$ cat src/logic/acv_pkg.sv
// =====================================================================
// Auxiliary regulator control: shared constants and types
// =====================================================================
package acv_pkg;

    // =================================================================
    // Register map (byte addresses on the Wishbone bus)
    // =================================================================
    localparam logic [7:0] ACV_CTRL_OFS = 8'h00;
    localparam logic [7:0] ACV_STAT_OFS = 8'h04;
    localparam logic [7:0] ACV_MODE_OFS = 8'h08;

    // Control register fields
    localparam int ACV_CTRL_SA_BIT = 0;
    localparam int ACV_CTRL_LS_BIT = 1;
    localparam int ACV_CTRL_STP_BIT = 2;
    localparam int ACV_CTRL_VSEL_BIT = 3;
    localparam int ACV_CTRL_UVKEEP_BIT = 4;

    // Status register fields
    localparam int ACV_STAT_OC_BIT = 0;
    localparam int ACV_STAT_UV_BIT = 1;
    localparam int ACV_STAT_FAIL_BIT = 2;
    localparam int ACV_STAT_ON_BIT = 3;
    localparam int ACV_STAT_LSACT_BIT = 4;
    localparam int ACV_STAT_CFG_LSB = 8;

    // Reset values
    localparam logic [4:0] ACV_CTRL_RST = 5'h00;
    localparam logic [2:0] ACV_FLAGS_RST = 3'h0;

    // Device operating modes, as delivered by the mode controller
    localparam logic [2:0] ACV_MODE_INIT = 3'h0;
    localparam logic [2:0] ACV_MODE_NORMAL = 3'h1;
    localparam logic [2:0] ACV_MODE_STOP = 3'h2;
    localparam logic [2:0] ACV_MODE_SLEEP = 3'h3;
    localparam logic [2:0] ACV_MODE_RESTART = 3'h4;
    localparam logic [2:0] ACV_MODE_FAILSAFE = 3'h5;

    // Number of asynchronous analog comparator inputs
    localparam int ACV_NUM_SENSE = 3;

    // Configuration lock state
    typedef enum logic [2:0] {
        ACV_CFG_NONE = 3'b001,
        ACV_CFG_STANDALONE = 3'b010,
        ACV_CFG_LOADSHARE = 3'b100
    } acv_cfg_t;

endpackage

$ cat src/logic/acv_cfg_if.sv
`timescale 1ns/1ps
// =====================================================================
// Carrier between the register logic and the configuration lock
// =====================================================================
interface acv_cfg_if;
    import acv_pkg::*;
    logic wr;
    logic wr_sa;
    logic wr_ls;
    acv_cfg_t cfg;
    logic fail;

    modport regs (output wr, output wr_sa, output wr_ls, input cfg, input fail);
    modport lock (input wr, input wr_sa, input wr_ls, output cfg, output fail);
endinterface

$ cat src/logic/acv_cfg_lock.sv
`timescale 1ns/1ps
// =====================================================================
// Configuration lock: one-time choice of stand-alone or load sharing
// =====================================================================
module acv_cfg_lock
    import acv_pkg::*;
(
    input wire logic sys_clk,
    input wire logic srst,
    acv_cfg_if.lock cfg_bus
);

    acv_cfg_t cfg_reg;
    acv_cfg_t cfg_next;
    logic fail_reg;
    logic fail_next;

    // Next lock state from a control write
    always_comb begin
        cfg_next = cfg_reg;
        fail_next = 1'b0;
        if (cfg_bus.wr) begin
            case (cfg_reg)
                ACV_CFG_NONE: begin
                    if (cfg_bus.wr_ls) begin
                        cfg_next = ACV_CFG_LOADSHARE;
                    end else if (cfg_bus.wr_sa) begin
                        cfg_next = ACV_CFG_STANDALONE;
                    end
                end
                ACV_CFG_STANDALONE: begin
                    // Change attempts ignored silently
                    cfg_next = ACV_CFG_STANDALONE;
                end
                ACV_CFG_LOADSHARE: begin
                    // Any change attempt is refused and flagged
                    if (!cfg_bus.wr_ls || cfg_bus.wr_sa) begin
                        fail_next = 1'b1;
                    end
                end
                default: begin
                    cfg_next = ACV_CFG_NONE;
                end
            endcase
        end
    end

    // Lock is cleared only by power-on reset, never by soft reset
    always_ff @(posedge sys_clk) begin
        if (srst) begin
            cfg_reg <= ACV_CFG_NONE;
            fail_reg <= 1'b0;
        end else begin
            cfg_reg <= cfg_next;
            fail_reg <= fail_next;
        end
    end

    assign cfg_bus.cfg = cfg_reg;
    assign cfg_bus.fail = fail_reg;

endmodule // acv_cfg_lock

$ cat src/logic/acv_aux_ctrl.sv
`timescale 1ns/1ps
// Functional notes
// - Enable written with load-share zero locks stand-alone; later only on/off changes.
// - In locked stand-alone, configuration change writes are ignored without failure flag.
// - Stand-alone overcurrent trip sets overcurrent flag; nothing else happens.
// - Overcurrent flag sticks until cleared; clear works only when condition is gone.
// - Stand-alone monitors output undervoltage and sets the undervoltage status flag.
// - First load-share write locks load sharing; stand-alone enable then ignored.
// - After load sharing locked, change attempts set failure flag, config kept.
// - Stop mode without keep-in-stop disables load sharing, load-share bit stays.
// - Back in Normal mode with load-share set, load sharing resumes automatically.
// - Load sharing runs in Normal and Restart modes, and in Stop when keep-in-stop set.
// - Load sharing configuration neither monitors nor flags output undervoltage.
// - Load sharing configuration switches the regulator off in Fail-Safe mode.
// - Load sharing has no overcurrent limiting and never sets the overcurrent flag.
// - Voltage select acts in stand-alone only, ignored under load sharing.
// - Regulator off below supply undervoltage unless keep-on bit set; auto recovery.
// - Locked configuration survives soft reset, cleared only by power loss.
module acv_aux_ctrl
    import acv_pkg::*;
(
    input wire logic sys_clk,
    input wire logic srst,
    input wire logic soft_rst,
    input wire logic [2:0] dev_mode,
    input wire logic supply_uv_pin,
    input wire logic shunt_oc_pin,
    input wire logic aux_uv_pin,
    input wire logic wb_cyc_i,
    input wire logic wb_stb_i,
    input wire logic wb_we_i,
    input wire logic [7:0] wb_adr_i,
    input wire logic [3:0] wb_sel_i,
    input wire logic [31:0] wb_dat_i,
    output logic [31:0] wb_dat_o,
    output logic wb_ack_o,
    output logic aux_reg_enable,
    output logic aux_load_share_active,
    output logic aux_voltage_select_out,
    output logic aux_oc_limit_enable,
    output logic aux_uv_monitor_enable
);

    // =================================================================
    // Pin synchronisers
    // =================================================================
    logic [ACV_NUM_SENSE-1:0] sense_meta_reg;
    logic [ACV_NUM_SENSE-1:0] sense_sync_reg;
    logic [ACV_NUM_SENSE-1:0] sense_pins;
    logic supply_uv;
    logic shunt_oc;
    logic aux_uv;

    assign sense_pins = {aux_uv_pin, shunt_oc_pin, supply_uv_pin};

    // Two flip-flops per comparator input
    generate
        for (genvar i = 0; i < ACV_NUM_SENSE; i++) begin : g_sync
            always_ff @(posedge sys_clk) begin
                if (srst) begin
                    sense_meta_reg[i] <= 1'b0;
                    sense_sync_reg[i] <= 1'b0;
                end else begin
                    sense_meta_reg[i] <= sense_pins[i];
                    sense_sync_reg[i] <= sense_meta_reg[i];
                end
            end
        end
    endgenerate

    assign supply_uv = sense_sync_reg[0];
    assign shunt_oc = sense_sync_reg[1];
    assign aux_uv = sense_sync_reg[2];

    // =================================================================
    // Wishbone slave
    // =================================================================
    logic ack_reg;
    logic [31:0] rdata_reg;
    logic take;
    logic wr_fire;
    logic wr_ctrl;
    logic wr_stat;
    logic [31:0] rdata_next;

    // New request taken when strobed and not yet acknowledged
    assign take = wb_cyc_i && wb_stb_i && !ack_reg;
    // A write takes effect on the edge that samples ack high
    assign wr_fire = wb_cyc_i && wb_stb_i && wb_we_i && ack_reg && wb_sel_i[0];
    assign wr_ctrl = wr_fire && (wb_adr_i == ACV_CTRL_OFS);
    assign wr_stat = wr_fire && (wb_adr_i == ACV_STAT_OFS);

    // Acknowledge one cycle after the request, drop it the next cycle
    always_ff @(posedge sys_clk) begin
        if (srst) begin
            ack_reg <= 1'b0;
        end else begin
            ack_reg <= take;
        end
    end

    // =================================================================
    // Configuration lock
    // =================================================================
    acv_cfg_if cfg_bus ();

    assign cfg_bus.wr = wr_ctrl;
    assign cfg_bus.wr_sa = wb_dat_i[ACV_CTRL_SA_BIT];
    assign cfg_bus.wr_ls = wb_dat_i[ACV_CTRL_LS_BIT];

    acv_cfg_lock u_lock (
        .sys_clk(sys_clk),
        .srst(srst),
        .cfg_bus(cfg_bus)
    );

    logic is_sa;
    logic is_ls;

    assign is_sa = (cfg_bus.cfg == ACV_CFG_STANDALONE);
    assign is_ls = (cfg_bus.cfg == ACV_CFG_LOADSHARE);

    // =================================================================
    // Control bits
    // =================================================================
    logic sa_en_reg;
    logic keep_stop_reg;
    logic vsel_reg;
    logic uv_keep_reg;

    // Stand-alone enable: sets the lock first time, then only on/off
    always_ff @(posedge sys_clk) begin
        if (srst || soft_rst) begin
            sa_en_reg <= ACV_CTRL_RST[ACV_CTRL_SA_BIT];
        end else if (wr_ctrl && !is_ls) begin
            if (is_sa || !wb_dat_i[ACV_CTRL_LS_BIT]) begin
                sa_en_reg <= wb_dat_i[ACV_CTRL_SA_BIT];
            end
        end
    end

    // Other control bits, writable in every configuration
    always_ff @(posedge sys_clk) begin
        if (srst || soft_rst) begin
            keep_stop_reg <= ACV_CTRL_RST[ACV_CTRL_STP_BIT];
            vsel_reg <= ACV_CTRL_RST[ACV_CTRL_VSEL_BIT];
            uv_keep_reg <= ACV_CTRL_RST[ACV_CTRL_UVKEEP_BIT];
        end else if (wr_ctrl) begin
            keep_stop_reg <= wb_dat_i[ACV_CTRL_STP_BIT];
            vsel_reg <= wb_dat_i[ACV_CTRL_VSEL_BIT];
            uv_keep_reg <= wb_dat_i[ACV_CTRL_UVKEEP_BIT];
        end
    end

    // =================================================================
    // Regulator state by device mode
    // =================================================================
    logic uv_cut;
    logic sa_on_next;
    logic ls_on_next;

    // Supply undervoltage switches off unless the keep-on bit is set
    assign uv_cut = supply_uv && !uv_keep_reg;

    // Stand-alone runs in all modes but init and fail-safe
    always_comb begin
        sa_on_next = 1'b0;
        if (is_sa && sa_en_reg && !uv_cut) begin
            case (dev_mode)
                ACV_MODE_INIT: sa_on_next = 1'b0;
                ACV_MODE_FAILSAFE: sa_on_next = 1'b0;
                default: sa_on_next = 1'b1;
            endcase
        end
    end

    // Load sharing follows the mode; the lock keeps the bit set
    always_comb begin
        ls_on_next = 1'b0;
        if (is_ls && !uv_cut) begin
            case (dev_mode)
                ACV_MODE_NORMAL: ls_on_next = 1'b1;
                ACV_MODE_RESTART: ls_on_next = 1'b1;
                ACV_MODE_STOP: ls_on_next = keep_stop_reg;
                ACV_MODE_FAILSAFE: ls_on_next = 1'b0;
                default: ls_on_next = 1'b0;
            endcase
        end
    end

    // Registered regulator outputs
    always_ff @(posedge sys_clk) begin
        if (srst) begin
            aux_reg_enable <= 1'b0;
            aux_load_share_active <= 1'b0;
            aux_voltage_select_out <= 1'b0;
            aux_oc_limit_enable <= 1'b0;
            aux_uv_monitor_enable <= 1'b0;
        end else begin
            aux_reg_enable <= sa_on_next || ls_on_next;
            aux_load_share_active <= ls_on_next;
            aux_voltage_select_out <= is_sa && vsel_reg;
            aux_oc_limit_enable <= is_sa;
            aux_uv_monitor_enable <= is_sa && sa_on_next;
        end
    end

    // =================================================================
    // Sticky status flags
    // =================================================================
    logic oc_flag_reg;
    logic uv_flag_reg;
    logic fail_flag_reg;
    logic oc_clr;
    logic uv_clr;
    logic fail_clr;

    // Write one to clear
    assign oc_clr = wr_stat && wb_dat_i[ACV_STAT_OC_BIT];
    assign uv_clr = wr_stat && wb_dat_i[ACV_STAT_UV_BIT];
    assign fail_clr = wr_stat && wb_dat_i[ACV_STAT_FAIL_BIT];

    // Overcurrent: set only in stand-alone, clear only once gone
    always_ff @(posedge sys_clk) begin
        if (srst || soft_rst) begin
            oc_flag_reg <= ACV_FLAGS_RST[ACV_STAT_OC_BIT];
        end else if (is_sa && shunt_oc) begin
            oc_flag_reg <= 1'b1;
        end else if (oc_clr) begin
            oc_flag_reg <= 1'b0;
        end
    end

    // Undervoltage: monitored only while stand-alone regulator runs
    always_ff @(posedge sys_clk) begin
        if (srst || soft_rst) begin
            uv_flag_reg <= ACV_FLAGS_RST[ACV_STAT_UV_BIT];
        end else if (aux_uv_monitor_enable && aux_uv) begin
            uv_flag_reg <= 1'b1;
        end else if (uv_clr) begin
            uv_flag_reg <= 1'b0;
        end
    end

    // Command failure from the lock; set wins over clear
    always_ff @(posedge sys_clk) begin
        if (srst || soft_rst) begin
            fail_flag_reg <= ACV_FLAGS_RST[ACV_STAT_FAIL_BIT];
        end else if (cfg_bus.fail) begin
            fail_flag_reg <= 1'b1;
        end else if (fail_clr) begin
            fail_flag_reg <= 1'b0;
        end
    end

    // =================================================================
    // Read data
    // =================================================================
    // Decode read word; unmapped addresses read zero
    always_comb begin
        rdata_next = 32'h0000_0000;
        case (wb_adr_i)
            ACV_CTRL_OFS: begin
                rdata_next[ACV_CTRL_SA_BIT] = sa_en_reg;
                rdata_next[ACV_CTRL_LS_BIT] = is_ls;
                rdata_next[ACV_CTRL_STP_BIT] = keep_stop_reg;
                rdata_next[ACV_CTRL_VSEL_BIT] = vsel_reg;
                rdata_next[ACV_CTRL_UVKEEP_BIT] = uv_keep_reg;
            end
            ACV_STAT_OFS: begin
                rdata_next[ACV_STAT_OC_BIT] = oc_flag_reg;
                rdata_next[ACV_STAT_UV_BIT] = uv_flag_reg;
                rdata_next[ACV_STAT_FAIL_BIT] = fail_flag_reg;
                rdata_next[ACV_STAT_ON_BIT] = aux_reg_enable;
                rdata_next[ACV_STAT_LSACT_BIT] = aux_load_share_active;
                rdata_next[ACV_STAT_CFG_LSB +: 3] = cfg_bus.cfg;
            end
            ACV_MODE_OFS: begin
                rdata_next[2:0] = dev_mode;
            end
            default: begin
                rdata_next = 32'h0000_0000;
            end
        endcase
    end

    // Read word captured when the request is taken
    always_ff @(posedge sys_clk) begin
        if (srst) begin
            rdata_reg <= 32'h0000_0000;
        end else if (take) begin
            rdata_reg <= rdata_next;
        end
    end

    assign wb_ack_o = ack_reg;
    assign wb_dat_o = rdata_reg;

endmodule // acv_aux_ctrl

$ cat config.mk
export PLATFORM = sky130hd
export DESIGN_NAME = acv_aux_ctrl
export DESIGN_NICKNAME = d
export VERILOG_FILES = /design/src/logic/acv_pkg.sv /design/src/logic/acv_cfg_if.sv /design/src/logic/acv_cfg_lock.sv /design/src/logic/acv_aux_ctrl.sv
export SDC_FILE = /design/constraint.sdc
export NUM_CORES = 1
export LEC_CHECK = 0
export ABC_CLOCK_PERIOD_IN_PS = 1820
export BUFFER_PORTS_ARGS = -buffer_cell sky130_fd_sc_hd__buf_2
export CAP_MARGIN = 10
export CORE_ASPECT_RATIO = 0.5
export CORE_UTILIZATION = 38
export CTS_CLUSTER_SIZE = 28
export DETAILED_ROUTE_END_ITERATION = 12
export PLACE_DENSITY = 0.78
export SYNTH_ARGS = -nofsm -noshare
export SYNTH_HDL_FRONTEND = slang
export SYNTH_SLANG_ARGS = --single-unit
$ cat constraint.sdc
create_clock -name sys_clk -period 1.82 [get_ports sys_clk]
set_input_delay 0.364 -clock sys_clk [delete_from_list [all_inputs] [get_ports sys_clk]]
set_output_delay 0.364 -clock sys_clk [all_outputs]
set_load 0.01 [all_outputs]
==> out/qor.yml, run 1 <==
floorplan:
  io-pin-count: 94
  fp.coreArea_sq_um: 3620
  row_count: 15
  die-area_sq_um: 4250
  die_w_um: 91.2
  start_util: 0.417
  die_h_um: 46.6
route:
  viasPerCell: 4.96
  drt-pass1-iter-count: 4
  drc_errors: 0
  wl_per_cell_um: 12.6
  routed_wl_um: 3520
  via_count: 1384
  ant_nets: 0
  dr.first_iter.drc_count: 105
clock_tree:
  cts_hold_buf: 0
  clk_path_buf_depth: 2
  post_cts_buffers: 0
  cts_buffers: 5
  clock-sinks: 31
  ctsHtreeMaxLevel: 2
  cts_resized: 0
  cts_tree: "done"
  clk_pin_slew_worst_paths_ns: 0.06
  clk_latency_ns: 0.28
  cts_root_buffer: "clkbuf_8"
sta:
  fmax_mhz: 595
  finalWorstSetupSlack_ns: 0.139
  setup_viol: 0
  final.period_utilization: 0.924
  period_needed_ns: 1.68
  final-hold-violation-count: 0
  whs_ns: 0.291
  rsz0062_at_grt: "no"
  relSlewSlack: 0.566
  max_slew.worst_pin.slew_ns: 0.641
  maxSlewViolCount: 0
  skew_ns: 0.00502
grt:
  overflow: 0
  antenna_found_initial: 0
  grt_max_degree: 18
  grt_pass1_vias: 1218
  grt_pass1_wl_um: 5530
  track_usage: 0.175
place:
  dp_hpwl_um: 2660
  gp_congestion: 0.855
  portBuffers: 39
  dp_slack_ns: -0.163
synthesis:
  synth_cell_types: 37
  synth_seq_cells: 31
  synth-async-reset-ratio: 0
  ys_warn_count: 0
  synth_seq_area_share: 0.411
  synth_edf_count: 0
  avgSynthCellArea_sq_um: 8.30
  syn-cell-area_sq_um: 1510
  ys.flop_type: "dfxtp_1"
  syn_inst: 182
critical_path:
  crit_type: "in2reg"
  cp_slowest_cell: "or4_4"
  reg2regPathDepth: 4
  end_kind: "flop"
  crit_fanout: 6
  arrival_ns: 1.84
  cpPeakStageDelay_ns: 0.52
  cp_cell_sequence: "buf_2, or4_4, or4_4, o31ai_1, a211oi_1"
  critPathMostFrequentCell: "or4_4"
  worst-endpoint-required_ns: 1.98
  setup.worst_path.start_class: "primary input"
finish:
  final_core_util: 0.492
  final_nets: 283
  largest_register_ffs: 8
  n_antenna_cell: 0
  n_fill_cell: 362
  area_delta_synth_final_pct: 18.0
  drive_gt1_frac: 0.250
power:
  irDropWorstVdd_mv: 0.305
  p_leak_nw: 0.765
  power_density_nw_per_um2: 737
min_path:
  hold_depth: 2
  hold_path.class: "in2reg"
flow_run:
  maxCapViolCount: 0
status:
  status: "completed"
placed cells by master (no fill, tap or decap), drive strengths merged, types with 7 or more instances in the layout:
master	instances
buf	46
dfxtp	31
conb	24
clkbuf	7
nor2	15
o21ai	11
a21oi	15
nor2b	9
nand3	10
nand2	15
cells by family after synthesis:
group / after synthesis / share of synthesized area
buffers and inverters: 35 / 0.147
xor gates and xnor gates: 2 / 0.0116
other: 1 / 0.00248
DFF: 31 / 0.411
and+or+nand+nor: 70 / 0.243
muxes: 4 / 0.0273
AOI/OAI and AO/OA: 39 / 0.157
power breakdown:
| group | internal (mW) | total, mW | switching (mW) |
|---|---|---|---|
| clock network | 0.268 | 0.507 | 0.239 |
| logic | 0.0411 | 0.119 | 0.0781 |
| registers | 0.686 | 0.688 | 0.00234 |
| total | 0.994 | 1.31 | 0.320 |
cell usage after synthesis, drive strengths merged, types with 2 or more instances:
cell,instances,area share
mux2i,3,0.020
clkbuf,6,0.015
inv,4,0.0099
a21oi,15,0.050
nand2b,2,0.0083
o21ai,11,0.036
nor3,4,0.013
buf,25,0.12
nand2,15,0.037
or4,2,0.015
o2111ai,2,0.012
dfxtp,31,0.41
nor2b,9,0.037
nand3,10,0.033
nand4,4,0.017
nor2,15,0.037
a31oi,3,0.012
nor4,2,0.012
a311oi,3,0.017
final timing paths:
check / from / to / slack (ns)
max: wb_adr_i[5] / u_lock.cfg_bus.cfg[1] / 0.14
max reg2reg: u_lock.cfg_bus.cfg[2] / sa_en_reg / 0.33
min: aux_uv_pin / sense_meta_reg[2] / 0.29
min reg2reg: sense_meta_reg[1] / shunt_oc / 0.44
worst max-delay path: cells and delay by family:
kind	cells	cell delay, ns
AO/OA/AOI/OAI	2	0.38
buffers and inverters	1	0.09
AND/OR/NAND/NOR	2	1.00
metal layers:
| layer | part of all wire | vias up | track usage |
|---|---|---|---|
| li1 | - | 680 | - |
| met1 | 0.44 | 621 | 0.215 |
| met5 | 0 | - | 0 |
| met3 | 0.078 | 6 | 0.0446 |
| met4 | 0.012 | 0 | 0.0857 |
| met2 | 0.47 | 77 | 0.300 |
area by class of cell:
cell class / count / area, sq um / area share
clock buffer: 7 / 76.3 / 0.0428
clock inverter: 1 / 5.00 / 0.00281
inverter: 4 / 15.0 / 0.00842
multi-input combinational: 139 / 754 / 0.423
sequential: 31 / 621 / 0.348
tap: 51 / 63.8 / 0.0358
timing repair buffer: 46 / 248 / 0.139
metrics by stage:
step           total power, mW  TNS, ns  cells  instance area, sq um
3_5_place_dp             0.820    -1.12    271                  1700
3_3_place_gp             0.817   -0.871    271                  1700
6_report                  1.31        0    279                  1780
4_1_cts                   1.33        0    279                  1780
2_1_floorplan            0.806        0    205                  1600
5_1_grt                   1.37        0    279                  1780
Note: power is estimated with default switching activity, not from simulation.
==> run 2: changes to the inputs <==
Settings changed: SETUP_SLACK_MARGIN set to 0.2.
==> run 2 against run 1 <==
Compared with the run above:
- flip-flop and latch count did not move
- maximum frequency increased by 2.2%
- register-to-register slack hardly changed
- first-iteration DRC count down 2.9%
- clock skew fell by 0.0020 ns
- clock power down 1%
- highest routed layer unchanged
==> out/qor.yml, run 2 (synthesis gave the netlist of run 1 again) <==
status:
  status: "completed"
grt:
  grt_pass1_wl_um: 5260
  overflow: 0
  track_usage: 0.169
  antenna_found_initial: 0
  grt_max_degree: 16
  grt_pass1_vias: 1151
clock_tree:
  clock-sinks: 31
  cts_root_buffer: "clkbuf_8"
  ctsHtreeMaxLevel: 2
  post_cts_buffers: 0
  clk_latency_ns: 0.28
  clk_pin_slew_worst_paths_ns: 0.06
  cts_hold_buf: 0
  cts_buffers: 5
  cts_tree: "done"
  clk_path_buf_depth: 2
finish:
  largest_register_ffs: 8
  final_cell_area_sq_um: 1790
  most-common-layout-cells: "39 x buf_2, 31 x dfxtp_1, 24 x conb_1"
  drive_gt1_frac: 0.260
  n_antenna_cell: 0
  final_nets: 282
  area_delta_synth_final_pct: 18.1
  final_common_cell: "buf_2"
sta:
  final.period_utilization: 0.904
  final-hold-violation-count: 0
  period_needed_ns: 1.64
  maxSlewViolCount: 0
  fmax_mhz: 608
  relSlewSlack: 0.636
  rsz0062_at_grt: "yes"
  max_slew.worst_pin.slew_ns: 0.538
  skew_ns: 0.00301
  setup_viol: 0
  setup_tns_ns: 0
place:
  dp_hpwl_um: 2610
  gp_congestion: 0.890
  portBuffers: 39
  placed_area_sq_um: 1690
power:
  swShare: 0.241
  p_clk_frac: 0.384
  p_leak_nw: 0.761
  switching_power_mw: 0.315
  irDropWorstVdd_mv: 0.301
  combinationalPowerShare: 0.090
  internal_power_mw: 0.994
  p_seq_frac: 0.526
  power_density_nw_per_um2: 733
min_path:
  hold_path.class: "in2reg"
  min-delay-start: "supply_uv_pin"
route:
  viasPerCell: 4.96
  dr.first_iter.drc_count: 102
  via_count: 1380
  ant_nets: 0
  routed_wl_um: 3480
  drt-pass1-iter-count: 4
  wl_per_cell_um: 12.5
  drc_errors: 0
flow_run:
  maxCapViolCount: 0
floorplan:
  io-pin-count: 94
  die_w_um: 91.2
  row_count: 15
  die_h_um: 46.6
  die-area_sq_um: 4250
  fp.coreArea_sq_um: 3620
  start_util: 0.417
critical_path:
  crit_path_start: "wb_adr_i[5]"
  crit_fanout: 6
  crit_type: "in2reg"
  cp_cell_sequence: "buf_2, or4_4, or4_4, o31ai_2, a211oi_1"
  cpPeakStageDelay_ns: 0.53
  cp_slowest_cell: "or4_4"
  worstReg2RegStart: "wb_ack_o"
  critPathMostFrequentCell: "or4_4"
  setup.worst_path.start_class: "primary input"
  arrival_ns: 1.80
  worst-endpoint-required_ns: 1.98
  end_kind: "flop"
[run 2: cell types whose count changed in the layout (fill, tap and decap cells not counted)]
cell,before,now
buf_4,7,6
o31ai_2,0,1
o31ai_1,1,0
nor2b_1,9,8
nor2b_2,0,1
nor2_2,0,1
nor2_1,15,14
[run 2: area by class of cell]
type                       instances  area [sq um]
fill                             354          1840
multi-input combinational        139           764
sequential                        31           621
timing repair buffer              45           240
clock buffer                       7          76.3
tap                               51          63.8
inverter                           4          15.0
clock inverter                     1          5.00
[run 2: layer usage]
layer / track usage / wire length [um]
met1: 0.219 / 1590
met2: 0.270 / 1590
met3: 0.0446 / 234
met4: 0.0794 / 68
met5: 0 / 0
[run 2: final timing paths]
kind / endpoint / slack (ns) / cells after the start
setup / recovery: u_lock.cfg_bus.cfg[1] / 0.18 / 5
hold / removal: sense_meta_reg[0] / 0.29 / 2
setup reg to reg: u_lock.cfg_bus.cfg[1] / 0.34 / 4
hold reg to reg: shunt_oc / 0.43 / 1
[run 2: stage by stage]
| step | power [mW] | setup slack (ns) | utilization | hold WS [ns] | cells |
|---|---|---|---|---|---|
| after floorplan | 0.806 | 0.0621 | - | 0.414 | 205 |
| after global placement | 0.816 | -0.123 | 0.468 | 0.418 | 270 |
| after detailed placement | 0.818 | -0.169 | 0.468 | 0.423 | 270 |
| after CTS | 1.32 | 0.178 | 0.492 | 0.282 | 278 |
| after global routing | 1.37 | 0.157 | 0.493 | 0.290 | 278 |
| final | 1.31 | 0.176 | 0.493 | 0.291 | 278 |
[run 2: repair_timing]
item / CTS / global route
cloned: 0 / 0
endpoints found under the hold margin: 0 / 0
gates resized for setup: 2 / 1
setup endpoints to repair: 2 / 9
[run 2: power by group through the flow]
stage / combinational (mW) / sequential [mW] / clock (mW)
2_1_floorplan: 0.103 / 0.703 / 0
3_3_place_gp: 0.113 / 0.703 / 0
3_5_place_dp: 0.115 / 0.703 / 0
4_1_cts: 0.116 / 0.688 / 0.513
5_1_grt: 0.129 / 0.688 / 0.548
6_report: 0.118 / 0.689 / 0.502
[run 2: critical path: cells and delay by family]
kind,cells,cell delay [ns]
buffers and inverters,1,0.09
AO/OA/AOI/OAI,2,0.33
AND/OR/NAND/NOR,2,1.02
==> run 3: changes to the inputs <==
Settings changed: ABC_AREA set to 1, CORE_UTILIZATION 38 to 39, PLACE_DENSITY 0.78 to 0.79.
==> run 3 against run 2 <==
Compared with the run above:
- highest routed layer unchanged
- flip-flop and latch count unchanged
- clock power increased by 3%
- sequential power increased by 1%
- first-iteration DRC count decreased by 12%
- cell count rose by 12%
- sequential share of layout area shrank 0.60 points
- die area up 1.6%
- critical path depth rose by 2
- largest cell class unchanged
- setup slack improved by 0.39 ns
- synthesized area rose by 4.3%
- global-route usage decreased by 0.74 points
==> out/qor.yml, run 3 <==
route:
  dr.first_iter.drc_count: 90
  routed_wl_um: 3270
  viasPerCell: 4.48
  drt-pass1-iter-count: 4
  ant_nets: 0
  wl_per_cell_um: 10.6
  drc_errors: 0
  via_count: 1390
clock_tree:
  cts_hold_buf: 0
  ctsHtreeMaxLevel: 2
  cts_root_buffer: "clkbuf_8"
  cts_resized: 0
  clk_pin_slew_worst_paths_ns: 0.06
  clock-sinks: 31
  post_cts_buffers: 0
  cts_tree: "done"
  clk_latency_ns: 0.29
  cts_buffers: 5
  clk_path_buf_depth: 2
flow_run:
  maxCapViolCount: 0
finish:
  seq_area_sq_um: 621
  most-common-layout-cells: "39 x buf_2, 35 x nand2_1, 31 x dfxtp_1"
  area_delta_synth_final_pct: 15.2
  final_common_cell: "buf_2"
  drive_gt1_frac: 0.247
  n_fill_cell: 348
  final_core_util: 0.499
  multi_input_area_sq_um: 726
  final_nets: 314
  n_antenna_cell: 0
  final_cell_area_sq_um: 1820
  largest_register_ffs: 8
status:
  status: "completed"
power:
  finalPower_mw: 1.35
  p_leak_nw: 0.937
  swShare: 0.254
  p_clk_frac: 0.382
  internal_power_mw: 1.01
  irDropWorstVdd_mv: 0.254
  switching_power_mw: 0.343
  p_seq_frac: 0.517
  power_density_nw_per_um2: 743
  combinationalPowerShare: 0.101
synthesis:
  synth_cell_types: 26
  synth_common_cells: "35 x nand2_1, 31 x dfxtp_1, 29 x inv_1"
  synth_edf_count: 0
  synth_seq_area_share: 0.394
  avgSynthCellArea_sq_um: 7.33
  syn-cell-area_sq_um: 1580
  syn_inst: 215
  synth_top_cell_by_area: "dfxtp_1"
  synth_top_cell_area_share: 0.394
  ys.flop_type: "dfxtp_1"
  ys_warn_count: 0
  synth_seq_cells: 31
  yosys.cell_count.top_type: "nand2_1"
  synth-async-reset-ratio: 0
  synthTopCellsByArea: "dfxtp_1 39%, buf_4 11%, nand2_1 8.3%"
grt:
  track_usage: 0.161
  grt_max_degree: 20
  antenna_found_initial: 0
  grt_pass1_vias: 1271
  grt_pass1_wl_um: 5230
  overflow: 0
sta:
  skew_ns: 0.00719
  final.period_utilization: 0.688
  maxSlewViolCount: 0
  fmax_mhz: 798
  setup_viol: 0
  setup_tns_ns: 0
  whs_ns: 0.281
  rsz0062_at_grt: "no"
  period_needed_ns: 1.25
  final-hold-violation-count: 0
floorplan:
  row_count: 15
  die_h_um: 47.0
  io-pin-count: 94
  die-area_sq_um: 4320
  fp.coreArea_sq_um: 3640
  die_w_um: 91.9
  start_util: 0.433
critical_path:
  cp_cell_sequence: "nand3_1, nor2_4, inv_1, nor2_2, nand2_1, a21oi_1, nor2_1"
  reg2regPathDepth: 7
  end_kind: "flop"
  cp_slowest_cell: "dfxtp_1"
  worst-endpoint-required_ns: 2.00
  crit_fanout: 4
  arrival_ns: 1.43
  setup.worst_path.start_class: "flop"
  crit_type: "reg2reg"
  cpPeakStageDelay_ns: 0.34
place:
  dp_hpwl_um: 2480
  placed_area_sq_um: 1740
  gp_congestion: 0.810
  portBuffers: 39
min_path:
  hold_path.class: "in2reg"
  hold_depth: 3
-- run 3: cell count changes after synthesis, moves of 6 or more --
cell,delta
nor2b_1,-9
nand3_1,+7
nand2_1,+20
nor2_1,+10
inv_1,+25
clkbuf_1,-6
-- run 3: per-stage QoR --
| step | cells | setup WS (ns) |
|---|---|---|
| finish | 310 | 0.567 |
| global route | 310 | 0.477 |
| CTS | 310 | 0.587 |
| detailed placement | 302 | 0.469 |
| global placement | 302 | 0.497 |
| floorplan | 238 | 0.656 |
-- run 3: per-layer routing --
layer	up-vias	share of wire	global-route usage
met5	-	0	0
met4	0	0.014	0.0875
met3	6	0.069	0.0421
met2	55	0.47	0.287
met1	619	0.44	0.190
li1	710	-	-
-- run 3: cells by family after synthesis --
logic type,Yosys count,share of synthesized area
simple gates,98,0.314
buf+inv,59,0.201
flops,31,0.394
compound gates,25,0.0833
xor+xnor,1,0.00556
other cells,1,0.00238
-- run 3: critical path, delay by kind of cell (launching register included) --
kind	cells	cell delay, ns
buffers and inverters	1	0.07
and+or+nand+nor	5	0.61
AOI/OAI and AO/OA	1	0.12
DFF	1	0.34
-- run 3: layout make-up --
class	instances	area share
clock buffer	7	0.0420
clock inverter	1	0.00275
inverter	32	0.0675
multi-input combinational	148	0.399
sequential	31	0.342
tap	51	0.0351
timing repair buffer	40	0.112
-- run 3: worst paths after layout --
kind | from | endpoint | slack [ns]
min reg2reg | sense_meta_reg[1] | shunt_oc | 0.40
max | wb_ack_o | fail_flag_reg | 0.57
max reg2reg | wb_ack_o | fail_flag_reg | 0.57
min | supply_uv_pin | sense_meta_reg[0] | 0.28
-- run 3: power by group through the flow --
stage          registers [mW]  logic (mW)  clock network (mW)
2_1_floorplan           0.716       0.117                   0
3_3_place_gp            0.712       0.132                   0
3_5_place_dp            0.712       0.135                   0
4_1_cts                 0.697       0.136               0.525
5_1_grt                 0.698       0.154               0.551
6_report                0.697       0.137               0.515
